**src/cbos_pkg.sv**
```systemverilog
package cbos_pkg;

  // Register indices; the byte address on the bus is four times the index
  localparam logic [9:0]  CBOS_IDX_CTRL = 10'h200;
  localparam logic [9:0]  CBOS_IDX_BIND = 10'h216;
  localparam logic [9:0]  CBOS_IDX_RDIV = 10'h217;
  localparam logic [9:0]  CBOS_IDX_SYNC = 10'h219;
  localparam logic [9:0]  CBOS_IDX_STAT = 10'h21A;

  // Reset values
  localparam logic [7:0]  CBOS_CTRL_RST = 8'h00;
  localparam logic [7:0]  CBOS_BIND_RST = 8'h02;
  localparam logic [15:0] CBOS_RDIV_RST = 16'h0000;
  localparam logic [7:0]  CBOS_SYNC_RST = 8'h02;

  // Field positions
  localparam int CBOS_BIND_A_POS   = 0;
  localparam int CBOS_BIND_B_POS   = 1;
  localparam int CBOS_SYNC_NEXT    = 0;
  localparam int CBOS_SYNC_LINK    = 1;
  localparam int CBOS_CTRL_LINK_EN = 0;
  localparam int CBOS_CTRL_CAL_EN  = 1;
  localparam int CBOS_CTRL_PD_A    = 2;
  localparam int CBOS_CTRL_PD_B    = 3;
  localparam int CBOS_CTRL_SINGLE  = 4;
  localparam int CBOS_STAT_ARMED   = 0;
  localparam int CBOS_STAT_PEND    = 1;
  localparam int CBOS_STAT_SYNCLVL = 2;
  localparam int CBOS_STAT_BYREF   = 3;
  localparam int CBOS_STAT_CNT_LO  = 8;

  // Oscillator geometry
  localparam int CBOS_ACC_W   = 41;
  localparam int CBOS_DIV_SH  = 25;
  localparam int CBOS_ADDR_W  = 12;

  typedef struct packed {
    logic                   read;
    logic                   write;
    logic [CBOS_ADDR_W-1:0] address;
    logic [31:0]            writedata;
  } cbos_avmm_req_t;

  typedef struct packed {
    logic        waitrequest;
    logic [31:0] readdata;
  } cbos_avmm_rsp_t;

  typedef struct packed {
    logic a_from_b;
    logic b_from_b;
    logic a_powerdown;
    logic b_powerdown;
    logic link_a_powerdown;
    logic link_b_powerdown;
  } cbos_bind_out_t;

  function automatic logic [CBOS_ADDR_W-1:0] cbos_byte_addr(input logic [9:0] idx);
    return {idx, 2'b00};
  endfunction

endpackage

```
**src/cbos_edge_sync.sv**
```systemverilog
`timescale 1ns/10ps
module cbos_edge_sync #(
  parameter logic RESET_LEVEL = 1'b0
) (
  input  wire logic clk,
  input  wire logic resetn,
  input  wire logic pin_in,
  output logic      level,
  output logic      rise
);
  logic meta;
  logic prev;

  // Only the second stage and its delayed copy prev are looked at; meta feeds nothing else
  always_ff @(posedge clk) begin
    if (!resetn) begin
      meta  <= RESET_LEVEL;
      level <= RESET_LEVEL;
      prev  <= RESET_LEVEL;
    end else begin
      meta  <= pin_in;
      level <= meta;
      prev  <= level;
    end
  end

  assign rise = level & ~prev;

endmodule

```
**src/cbos_osc_accum.sv**
```systemverilog
`timescale 1ns/10ps
module cbos_osc_accum (
  input  wire logic        clk,
  input  wire logic        resetn,
  input  wire logic [31:0] freq_word,
  input  wire logic [15:0] divisor,
  input  wire logic        phase_init,
  output logic      [31:0] phase
);
  localparam int W = cbos_pkg::CBOS_ACC_W;

  logic [W-1:0] acc;
  logic [W-1:0] modulus;
  logic [W:0]   sum;
  logic [W:0]   next_acc;
  logic         bypass;

  assign bypass  = (divisor == 16'h0000);
  assign modulus = {divisor, {cbos_pkg::CBOS_DIV_SH{1'b0}}};
  assign sum     = {1'b0, acc} + {{(W-31){1'b0}}, freq_word};

  always_comb begin
    next_acc = sum;
    if (bypass) begin
      next_acc = {{(W-31){1'b0}}, sum[31:0]};
    end else if (sum >= {1'b0, modulus}) begin
      next_acc = sum - {1'b0, modulus};
    end
  end

  always_ff @(posedge clk) begin
    if (!resetn) begin
      acc <= '0;
    end else if (phase_init) begin
      acc <= '0;
    end else begin
      acc <= next_acc[W-1:0];
    end
  end

  always_ff @(posedge clk) begin
    if (!resetn) begin
      phase <= 32'h00000000;
    end else if (bypass) begin
      phase <= acc[31:0];
    end else begin
      phase <= acc[W-1:W-32];
    end
  end

endmodule

```
**src/cbos_top.sv**
```systemverilog
// Implementation choice: the Avalon-MM interface to the registers.
`timescale 1ns/10ps
module cbos_top (
  input  wire logic                     clk,
  input  wire logic                     resetn,
  input  wire cbos_pkg::cbos_avmm_req_t avs_req,
  output cbos_pkg::cbos_avmm_rsp_t      avs_rsp,
  input  wire logic                     link_sync_n,
  input  wire logic                     reference_pulse,
  input  wire logic                     multiframe_boundary,
  input  wire logic                     encoding_64b66b,
  input  wire logic [31:0]              frequency_word,
  output logic                          link_sync_to_link_n,
  output cbos_pkg::cbos_bind_out_t      bind_out,
  output logic                          serial_link_enable,
  output logic                          calibration_enable,
  output logic                          single_channel_mode,
  output logic                          phase_init_pulse,
  output logic [31:0]                   osc_phase
);

  logic [7:0]  device_control;
  logic [7:0]  digital_channel_source_select;
  logic [15:0] oscillator_reference_divisor;
  logic [7:0]  oscillator_phase_sync_control;

  logic        bus_req;
  logic        bus_take;
  logic        wr_take;
  logic [31:0] next_readdata;
  logic        waitrequest;
  logic [31:0] readdata;

  logic        sync_level;
  logic        sync_rise;
  logic        ref_level;
  logic        ref_rise;

  logic        arm_bit_low_seen;
  logic        armed;
  logic        link_pending;
  logic        init_by_ref;
  logic        init_by_link;
  logic        next_phase_init;
  logic        last_by_ref;
  logic [7:0]  init_count;
  logic [31:0] status_word;

  function automatic logic idx_hit(input logic [cbos_pkg::CBOS_ADDR_W-1:0] addr,
                                   input logic [9:0]                       idx);
    return addr == cbos_pkg::cbos_byte_addr(idx);
  endfunction

  // Bus slave

  assign bus_req  = avs_req.read | avs_req.write;
  assign bus_take = bus_req & ~waitrequest;
  assign wr_take  = avs_req.write & ~waitrequest;

  // One wait state: readdata is loaded while waitrequest is still high
  always_ff @(posedge clk) begin
    if (!resetn) begin
      waitrequest <= 1'b1;
    end else if (bus_req && waitrequest) begin
      waitrequest <= 1'b0;
    end else begin
      waitrequest <= 1'b1;
    end
  end

  always_comb begin
    next_readdata = 32'h00000000;
    if (idx_hit(avs_req.address, cbos_pkg::CBOS_IDX_CTRL)) begin
      next_readdata = {24'h000000, device_control};
    end else if (idx_hit(avs_req.address, cbos_pkg::CBOS_IDX_BIND)) begin
      next_readdata = {24'h000000, digital_channel_source_select};
    end else if (idx_hit(avs_req.address, cbos_pkg::CBOS_IDX_RDIV)) begin
      next_readdata = {16'h0000, oscillator_reference_divisor};
    end else if (idx_hit(avs_req.address, cbos_pkg::CBOS_IDX_SYNC)) begin
      next_readdata = {24'h000000, oscillator_phase_sync_control};
    end else if (idx_hit(avs_req.address, cbos_pkg::CBOS_IDX_STAT)) begin
      next_readdata = status_word;
    end
  end

  always_ff @(posedge clk) begin
    if (!resetn) begin
      readdata <= 32'h00000000;
    end else if (avs_req.read && waitrequest) begin
      readdata <= next_readdata;
    end
  end

  always_ff @(posedge clk) begin
    if (!resetn) begin
      avs_rsp <= '{waitrequest: 1'b1, readdata: 32'h00000000};
    end else begin
      avs_rsp.waitrequest <= ~(bus_req && waitrequest);
      avs_rsp.readdata    <= (avs_req.read && waitrequest) ? next_readdata : readdata;
    end
  end

  // Register file; reserved bits store and read back like the rest

  always_ff @(posedge clk) begin
    if (!resetn) begin
      device_control <= cbos_pkg::CBOS_CTRL_RST;
    end else if (wr_take && idx_hit(avs_req.address, cbos_pkg::CBOS_IDX_CTRL)) begin
      device_control <= avs_req.writedata[7:0];
    end
  end

  // rebinding is software's duty; no interlock here
  always_ff @(posedge clk) begin
    if (!resetn) begin
      digital_channel_source_select <= cbos_pkg::CBOS_BIND_RST;
    end else if (wr_take && idx_hit(avs_req.address, cbos_pkg::CBOS_IDX_BIND)) begin
      digital_channel_source_select <= avs_req.writedata[7:0];
    end
  end

  // values above the limit are accepted as written
  always_ff @(posedge clk) begin
    if (!resetn) begin
      oscillator_reference_divisor <= cbos_pkg::CBOS_RDIV_RST;
    end else if (wr_take && idx_hit(avs_req.address, cbos_pkg::CBOS_IDX_RDIV)) begin
      oscillator_reference_divisor <= avs_req.writedata[15:0];
    end
  end

  always_ff @(posedge clk) begin
    if (!resetn) begin
      oscillator_phase_sync_control <= cbos_pkg::CBOS_SYNC_RST;
    end else if (wr_take && idx_hit(avs_req.address, cbos_pkg::CBOS_IDX_SYNC)) begin
      oscillator_phase_sync_control <= avs_req.writedata[7:0];
    end
  end

  // Control outputs

  always_ff @(posedge clk) begin
    if (!resetn) begin
      serial_link_enable  <= 1'b0;
      calibration_enable  <= 1'b0;
      single_channel_mode <= 1'b0;
    end else begin
      serial_link_enable  <= device_control[cbos_pkg::CBOS_CTRL_LINK_EN];
      calibration_enable  <= device_control[cbos_pkg::CBOS_CTRL_CAL_EN];
      single_channel_mode <= device_control[cbos_pkg::CBOS_CTRL_SINGLE];
    end
  end

  // Channel binding and power-down

  always_ff @(posedge clk) begin
    if (!resetn) begin
      bind_out <= '0;
    end else begin
      bind_out.a_from_b <= digital_channel_source_select[cbos_pkg::CBOS_BIND_A_POS];
      bind_out.b_from_b <= digital_channel_source_select[cbos_pkg::CBOS_BIND_B_POS];
      bind_out.a_powerdown <= digital_channel_source_select[cbos_pkg::CBOS_BIND_A_POS]
                              ? device_control[cbos_pkg::CBOS_CTRL_PD_B]
                              : device_control[cbos_pkg::CBOS_CTRL_PD_A];
      bind_out.b_powerdown <= digital_channel_source_select[cbos_pkg::CBOS_BIND_B_POS]
                              ? device_control[cbos_pkg::CBOS_CTRL_PD_B]
                              : device_control[cbos_pkg::CBOS_CTRL_PD_A];
      // link goes down with its channel
      bind_out.link_a_powerdown <= digital_channel_source_select[cbos_pkg::CBOS_BIND_A_POS]
                                   ? device_control[cbos_pkg::CBOS_CTRL_PD_B]
                                   : device_control[cbos_pkg::CBOS_CTRL_PD_A];
      bind_out.link_b_powerdown <= digital_channel_source_select[cbos_pkg::CBOS_BIND_B_POS]
                                   ? device_control[cbos_pkg::CBOS_CTRL_PD_B]
                                   : device_control[cbos_pkg::CBOS_CTRL_PD_A];
    end
  end

  // Pin inputs; receiver sync idles high so it resets high

  cbos_edge_sync #(
    .RESET_LEVEL (1'b1)
  ) u_sync_link (
    .clk    (clk),
    .resetn (resetn),
    .pin_in (link_sync_n),
    .level  (sync_level),
    .rise   (sync_rise)
  );

  cbos_edge_sync #(
    .RESET_LEVEL (1'b0)
  ) u_sync_ref (
    .clk    (clk),
    .resetn (resetn),
    .pin_in (reference_pulse),
    .level  (ref_level),
    .rise   (ref_rise)
  );

  // in 64b/66b the link sees sync held released
  always_ff @(posedge clk) begin
    if (!resetn) begin
      link_sync_to_link_n <= 1'b1;
    end else if (encoding_64b66b) begin
      link_sync_to_link_n <= 1'b1;
    end else begin
      link_sync_to_link_n <= sync_level;
    end
  end

  // Link-start initialisation

  // wait for the boundary after sync rises
  always_ff @(posedge clk) begin
    if (!resetn) begin
      link_pending <= 1'b0;
    end else if (!oscillator_phase_sync_control[cbos_pkg::CBOS_SYNC_LINK]) begin
      link_pending <= 1'b0;
    end else if (sync_rise) begin
      link_pending <= 1'b1;
    end else if (multiframe_boundary) begin
      link_pending <= 1'b0;
    end
  end

  // A rise coincident with a boundary waits for the following boundary
  assign init_by_link = link_pending & multiframe_boundary & ~sync_rise
                        & oscillator_phase_sync_control[cbos_pkg::CBOS_SYNC_LINK];

  // Reference-pulse arming

  // a bus write of 0, or reset, must precede the arming 1
  always_ff @(posedge clk) begin
    if (!resetn) begin
      arm_bit_low_seen <= ~cbos_pkg::CBOS_SYNC_RST[cbos_pkg::CBOS_SYNC_NEXT];
    end else if (wr_take && idx_hit(avs_req.address, cbos_pkg::CBOS_IDX_SYNC)) begin
      arm_bit_low_seen <= ~avs_req.writedata[cbos_pkg::CBOS_SYNC_NEXT];
    end
  end

  // one shot; set by a write wins over a same-cycle fire
  always_ff @(posedge clk) begin
    if (!resetn) begin
      armed <= 1'b0;
    end else if (wr_take && idx_hit(avs_req.address, cbos_pkg::CBOS_IDX_SYNC)) begin
      armed <= avs_req.writedata[cbos_pkg::CBOS_SYNC_NEXT] & arm_bit_low_seen;
    end else if (init_by_ref) begin
      armed <= 1'b0;
    end
  end

  // fire on the first rising edge once armed
  assign init_by_ref = armed & ref_rise;

  assign next_phase_init = init_by_ref | init_by_link;

  always_ff @(posedge clk) begin
    if (!resetn) begin
      phase_init_pulse <= 1'b0;
    end else begin
      phase_init_pulse <= next_phase_init;
    end
  end

  always_ff @(posedge clk) begin
    if (!resetn) begin
      last_by_ref <= 1'b0;
      init_count  <= 8'h00;
    end else if (next_phase_init) begin
      last_by_ref <= init_by_ref;
      init_count  <= init_count + 8'h01;
    end
  end

  always_comb begin
    status_word = 32'h00000000;
    status_word[cbos_pkg::CBOS_STAT_ARMED]   = armed;
    status_word[cbos_pkg::CBOS_STAT_PEND]    = link_pending;
    status_word[cbos_pkg::CBOS_STAT_SYNCLVL] = sync_level;
    status_word[cbos_pkg::CBOS_STAT_BYREF]   = last_by_ref;
    status_word[cbos_pkg::CBOS_STAT_CNT_LO +: 8] = init_count;
  end

  // Oscillator; the preset word arrives already selected

  // one divisor for whichever preset is active
  cbos_osc_accum u_osc (
    .clk        (clk),
    .resetn     (resetn),
    .freq_word  (frequency_word),
    .divisor    (oscillator_reference_divisor),
    .phase_init (next_phase_init),
    .phase      (osc_phase)
  );

  // Only the reference edge matters; its level is left unread on purpose
  logic unused_ok;
  assign unused_ok = ref_level;

endmodule

```
**config.mk**
```make
export PLATFORM = sky130hd
export DESIGN_NAME = cbos_top
export DESIGN_NICKNAME = d
export VERILOG_FILES = /design/src/cbos_pkg.sv /design/src/cbos_edge_sync.sv /design/src/cbos_osc_accum.sv /design/src/cbos_top.sv
export SDC_FILE = /design/constraint.sdc
export NUM_CORES = 1
export LEC_CHECK = 0
export ABC_AREA = 1
export BUFFER_PORTS_ARGS = -buffer_cell sky130_fd_sc_hd__buf_2
export CAP_MARGIN = 20
export CORE_ASPECT_RATIO = 0.7
export CORE_UTILIZATION = 50
export DETAILED_ROUTE_END_ITERATION = 7
export GPL_ROUTABILITY_DRIVEN = 0
export PLACE_DENSITY = 0.74
export SYNTH_ARGS = -nofsm -noshare
export SYNTH_HDL_FRONTEND = slang
export SYNTH_HIERARCHICAL = 1
export SYNTH_SLANG_ARGS = --single-unit
export TNS_END_PERCENT = 10
```
**constraint.sdc**
```tcl
create_clock -name clk -period 4.11 [get_ports clk]
set_input_delay 0.2055 -clock clk [delete_from_list [all_inputs] [get_ports clk]]
set_output_delay 0.2055 -clock clk [all_outputs]
set_load 0.01 [all_outputs]
```
==> results.yml <==
run_status:
  outcome: "completed"
sta:
  hold_viol_final: 0
  fmax_mhz: 246
  fin_hold_ws_ns: 0.0110
  rsz0062_at_grt: "yes"
  worst_pin_slew_ns: 0.833
  fin_setup_tns_ns: 0
  setup_viol_count_final: 0
  final.min_clock_period_ns: 4.07
  slew_viol_final: 0
  fin_ws_ns: 0.0433
  skew_ns: 0.00905
  period_share_pct: 98.9
  max_slew_margin_pct: 44.3
cts:
  clockBufferDepth: 2
  clkSinkCount: 157
  tritoncts: "done"
  numCtsBuffers: 17
  cts_root_buffer: "clkbuf_16"
  clkLatencyLatePin_ns: 0.44
  htreeDepth: 4
  clk_pin_slew_ns: 0.06
route:
  m1WireLength_um: 13600
  postRouteAntennaNets: 0
  drc: 0
  highest_layer: "met4"
  route.met3.wl_um: 3640
  dr.pass1.iters: 7
  vias: 10400
  wl_met2_um: 11700
  wirelength_um: 29400
  vias_per_cell: 5.38
  routedWlPerCell_um: 15.2
  drtIter0Drc: 1196
critical_path:
  crit_end: "u_osc/acc[37]"
  critPathMostFrequentCell: "nand2_2"
  cpMaxStageDelayCell: "fa_2"
  crit_arrival_ns: 4.44
  r2r_start: "u_osc/acc[0]"
  cp_slowest_stage_delay_ns: 0.39
  cp-start-kind: "register"
  cp-startpoint: "u_osc/acc[0]"
  r2r_slack_ns: 0.04
  crit_required_ns: 4.48
  crit_fanout: 8
  timing.rr.end: "u_osc/acc[37]"
  crit_type: "reg -> reg"
  r2r_cells: 32
  end_kind: "register"
synth:
  ys_ff_latch: 157
  yosysWarningCount: 6
  synth_edf_count: 0
  ys_dominant_reg_cell: "dfxtp_1"
  synth.avg_cell_area_sq_um: 6.59
  synthCells: 1465
  async_reset_ff_share_pct: 0
  netlist.top_cell.by_area: "dfxtp_1"
  synth_cell_types: 46
  synth_area_leaders: "dfxtp_1 33%, nand2_1 13%, nor2_1 8.5%"
  yosys-top-cells-count: "337 x nand2_1, 218 x nor2_1, 191 x inv_1, 157 x dfxtp_1, 99 x o21ai_0"
  synth_area_sq_mm: 0.00965
  yosysSeqAreaShare_pct: 32.6
  synth_top_area_share_pct: 32.6
  yosysMostFrequentCell: "nand2_1"
placement:
  placement.io_buffers: 127
  detailed_place_hpwl_um: 21900
  dp_cells: 1888
  post-place-ws_ns: -0.0250
finish:
  area_growth_pct: 26.5
  drive_above_1_share_pct: 23.9
  layout.cells.non_filler: 1931
  diodes: 0
  nNetsFinal: 1811
global_route:
  grt_max_degree: 63
  grt_pass1_wl_um: 44700
  grt_pass1_vias: 8802
  gr-total-overflow: 0
  antenna_found_initial: 0
  grtUsageTotal_pct: 28.5
floorplanning:
  die_y_um: 118
  core_sq_mm: 0.0189
  rows: 42
  start_util_pct: 51.0
  die_area_sq_mm: 0.0199
  die_w_um: 168
  io-pin-count: 160
power_and_ir_drop:
  p_sw_mw: 3.15
  p_leak_nw: 6.19
  netSwitchingFraction_pct: 41.9
  pwr-share-clk_pct: 22.2
  vdd_drop_max_uv: 282
  internal-power_mw: 4.37
  comb_power_share_pct: 53.0
  p_per_area_mw_per_mm2: 615
  power_frac_seq_pct: 24.8
worst_hold_path:
  hp-class: "in -> reg"
job:
  max-cap-violations: 0
-- repair_timing --
action,CTS,global route
hold buffers,5,0
resized for setup,4,94
gates cloned,0,1
hold endpoints to repair,4,0
endpoints found under the setup margin,14,16
buffers inserted,0,5
pin swaps,0,27
-- power by group through the flow --
stage	registers, mW	logic, mW	clock network [mW]
finish	1.87	3.98	1.67
global route	1.88	4.32	1.75
CTS	1.84	3.50	1.68
detailed placement	1.87	3.42	0
global placement	1.87	3.38	0
floorplan	1.86	2.13	0
-- state kept, by name (all words and copies together), names as in the netlist, 4 cells and up --
signal                         count
device_control                     8
oscillator_phase_sync_control      8
init_count                         8
digital_channel_source_select      8
u_osc/acc                         41
oscillator_reference_divisor      16
u_osc/phase                       32
bind_out                           4
avs_rsp                           16
-- critical path: cells and delay by family (launching register included) --
family	cells	cell delay [ns]
xor+xnor	1	0.17
fa+ha+maj	3	0.85
compound gates	3	0.35
buf+inv	3	0.25
simple gates	22	2.00
flops	1	0.35
-- worst min path at each step --
stage / start / end / slack, ns / depth (start not counted)
global placement: link_sync_n / u_sync_link/meta / 0.38 / 3
finish: avs_req[10] / oscillator_reference_divisor[10] / 0.01 / 3
floorplan: resetn / u_sync_link/meta / 0.27 / 1
global route: avs_req[15] / oscillator_reference_divisor[15] / 0.01 / 3
detailed placement: link_sync_n / u_sync_link/meta / 0.38 / 3
CTS: avs_req[10] / oscillator_reference_divisor[10] / 0.004 / 3
-- layer usage --
| layer | vias to the layer above | GRT usage [%] |
|---|---|---|
| met5 | - | 0 |
| met4 | 0 | 6.65 |
| met3 | 51 | 8.24 |
| met2 | 552 | 38.4 |
| met1 | 4716 | 43.6 |
| li1 | 5069 | - |
-- placed cells by master (no fill, tap or decap), types with 35 or more instances in the layout --
cell	n
a21oi_1	76
nor2_1	208
buf_2	127
buf_4	93
nand2_2	35
nand3_1	80
nand2_1	315
dfxtp_1	156
inv_1	188
o21ai_0	98
-- stage by stage --
| step | util (%) | instance area, sq um | power (mW) |
|---|---|---|---|
| 2_1_floorplan | - | 9710 | 3.99 |
| 3_3_place_gp | 58.3 | 11000 | 5.25 |
| 3_5_place_dp | 58.3 | 11000 | 5.29 |
| 4_1_cts | 61.9 | 11700 | 7.02 |
| 5_1_grt | 64.6 | 12200 | 7.94 |
| 6_report | 64.6 | 12200 | 7.52 |
-- cell families (layout without fill, tap and decap cells) --
| logic type | count (synthesis) | count (layout) | synth area share (%) |
|---|---|---|---|
| AO/OA/AOI/OAI | 227 | 227 | 12.9 |
| XOR/XNOR | 34 | 34 | 3.08 |
| adder cells (fa/ha/maj) | 51 | 51 | 6.77 |
| buffers and inverters | 250 | 458 | 10.9 |
| flip-flops | 157 | 157 | 32.6 |
| other | 1 | 16 | 0.0388 |
| AND/OR/NAND/NOR | 745 | 746 | 33.8 |
-- area by class of cell --
type                            count  area, sq um
Clock buffer                       20          467
Timing Repair Buffer              226         1400
Multi-Input combinational cell   1074         6000
Tap cell                          242          303
Fill cell                        1630         6700
Inverter                          200          751
Sequential cell                   157         3140
Clock inverter                     12          149
(Power assumes the default switching activity.)
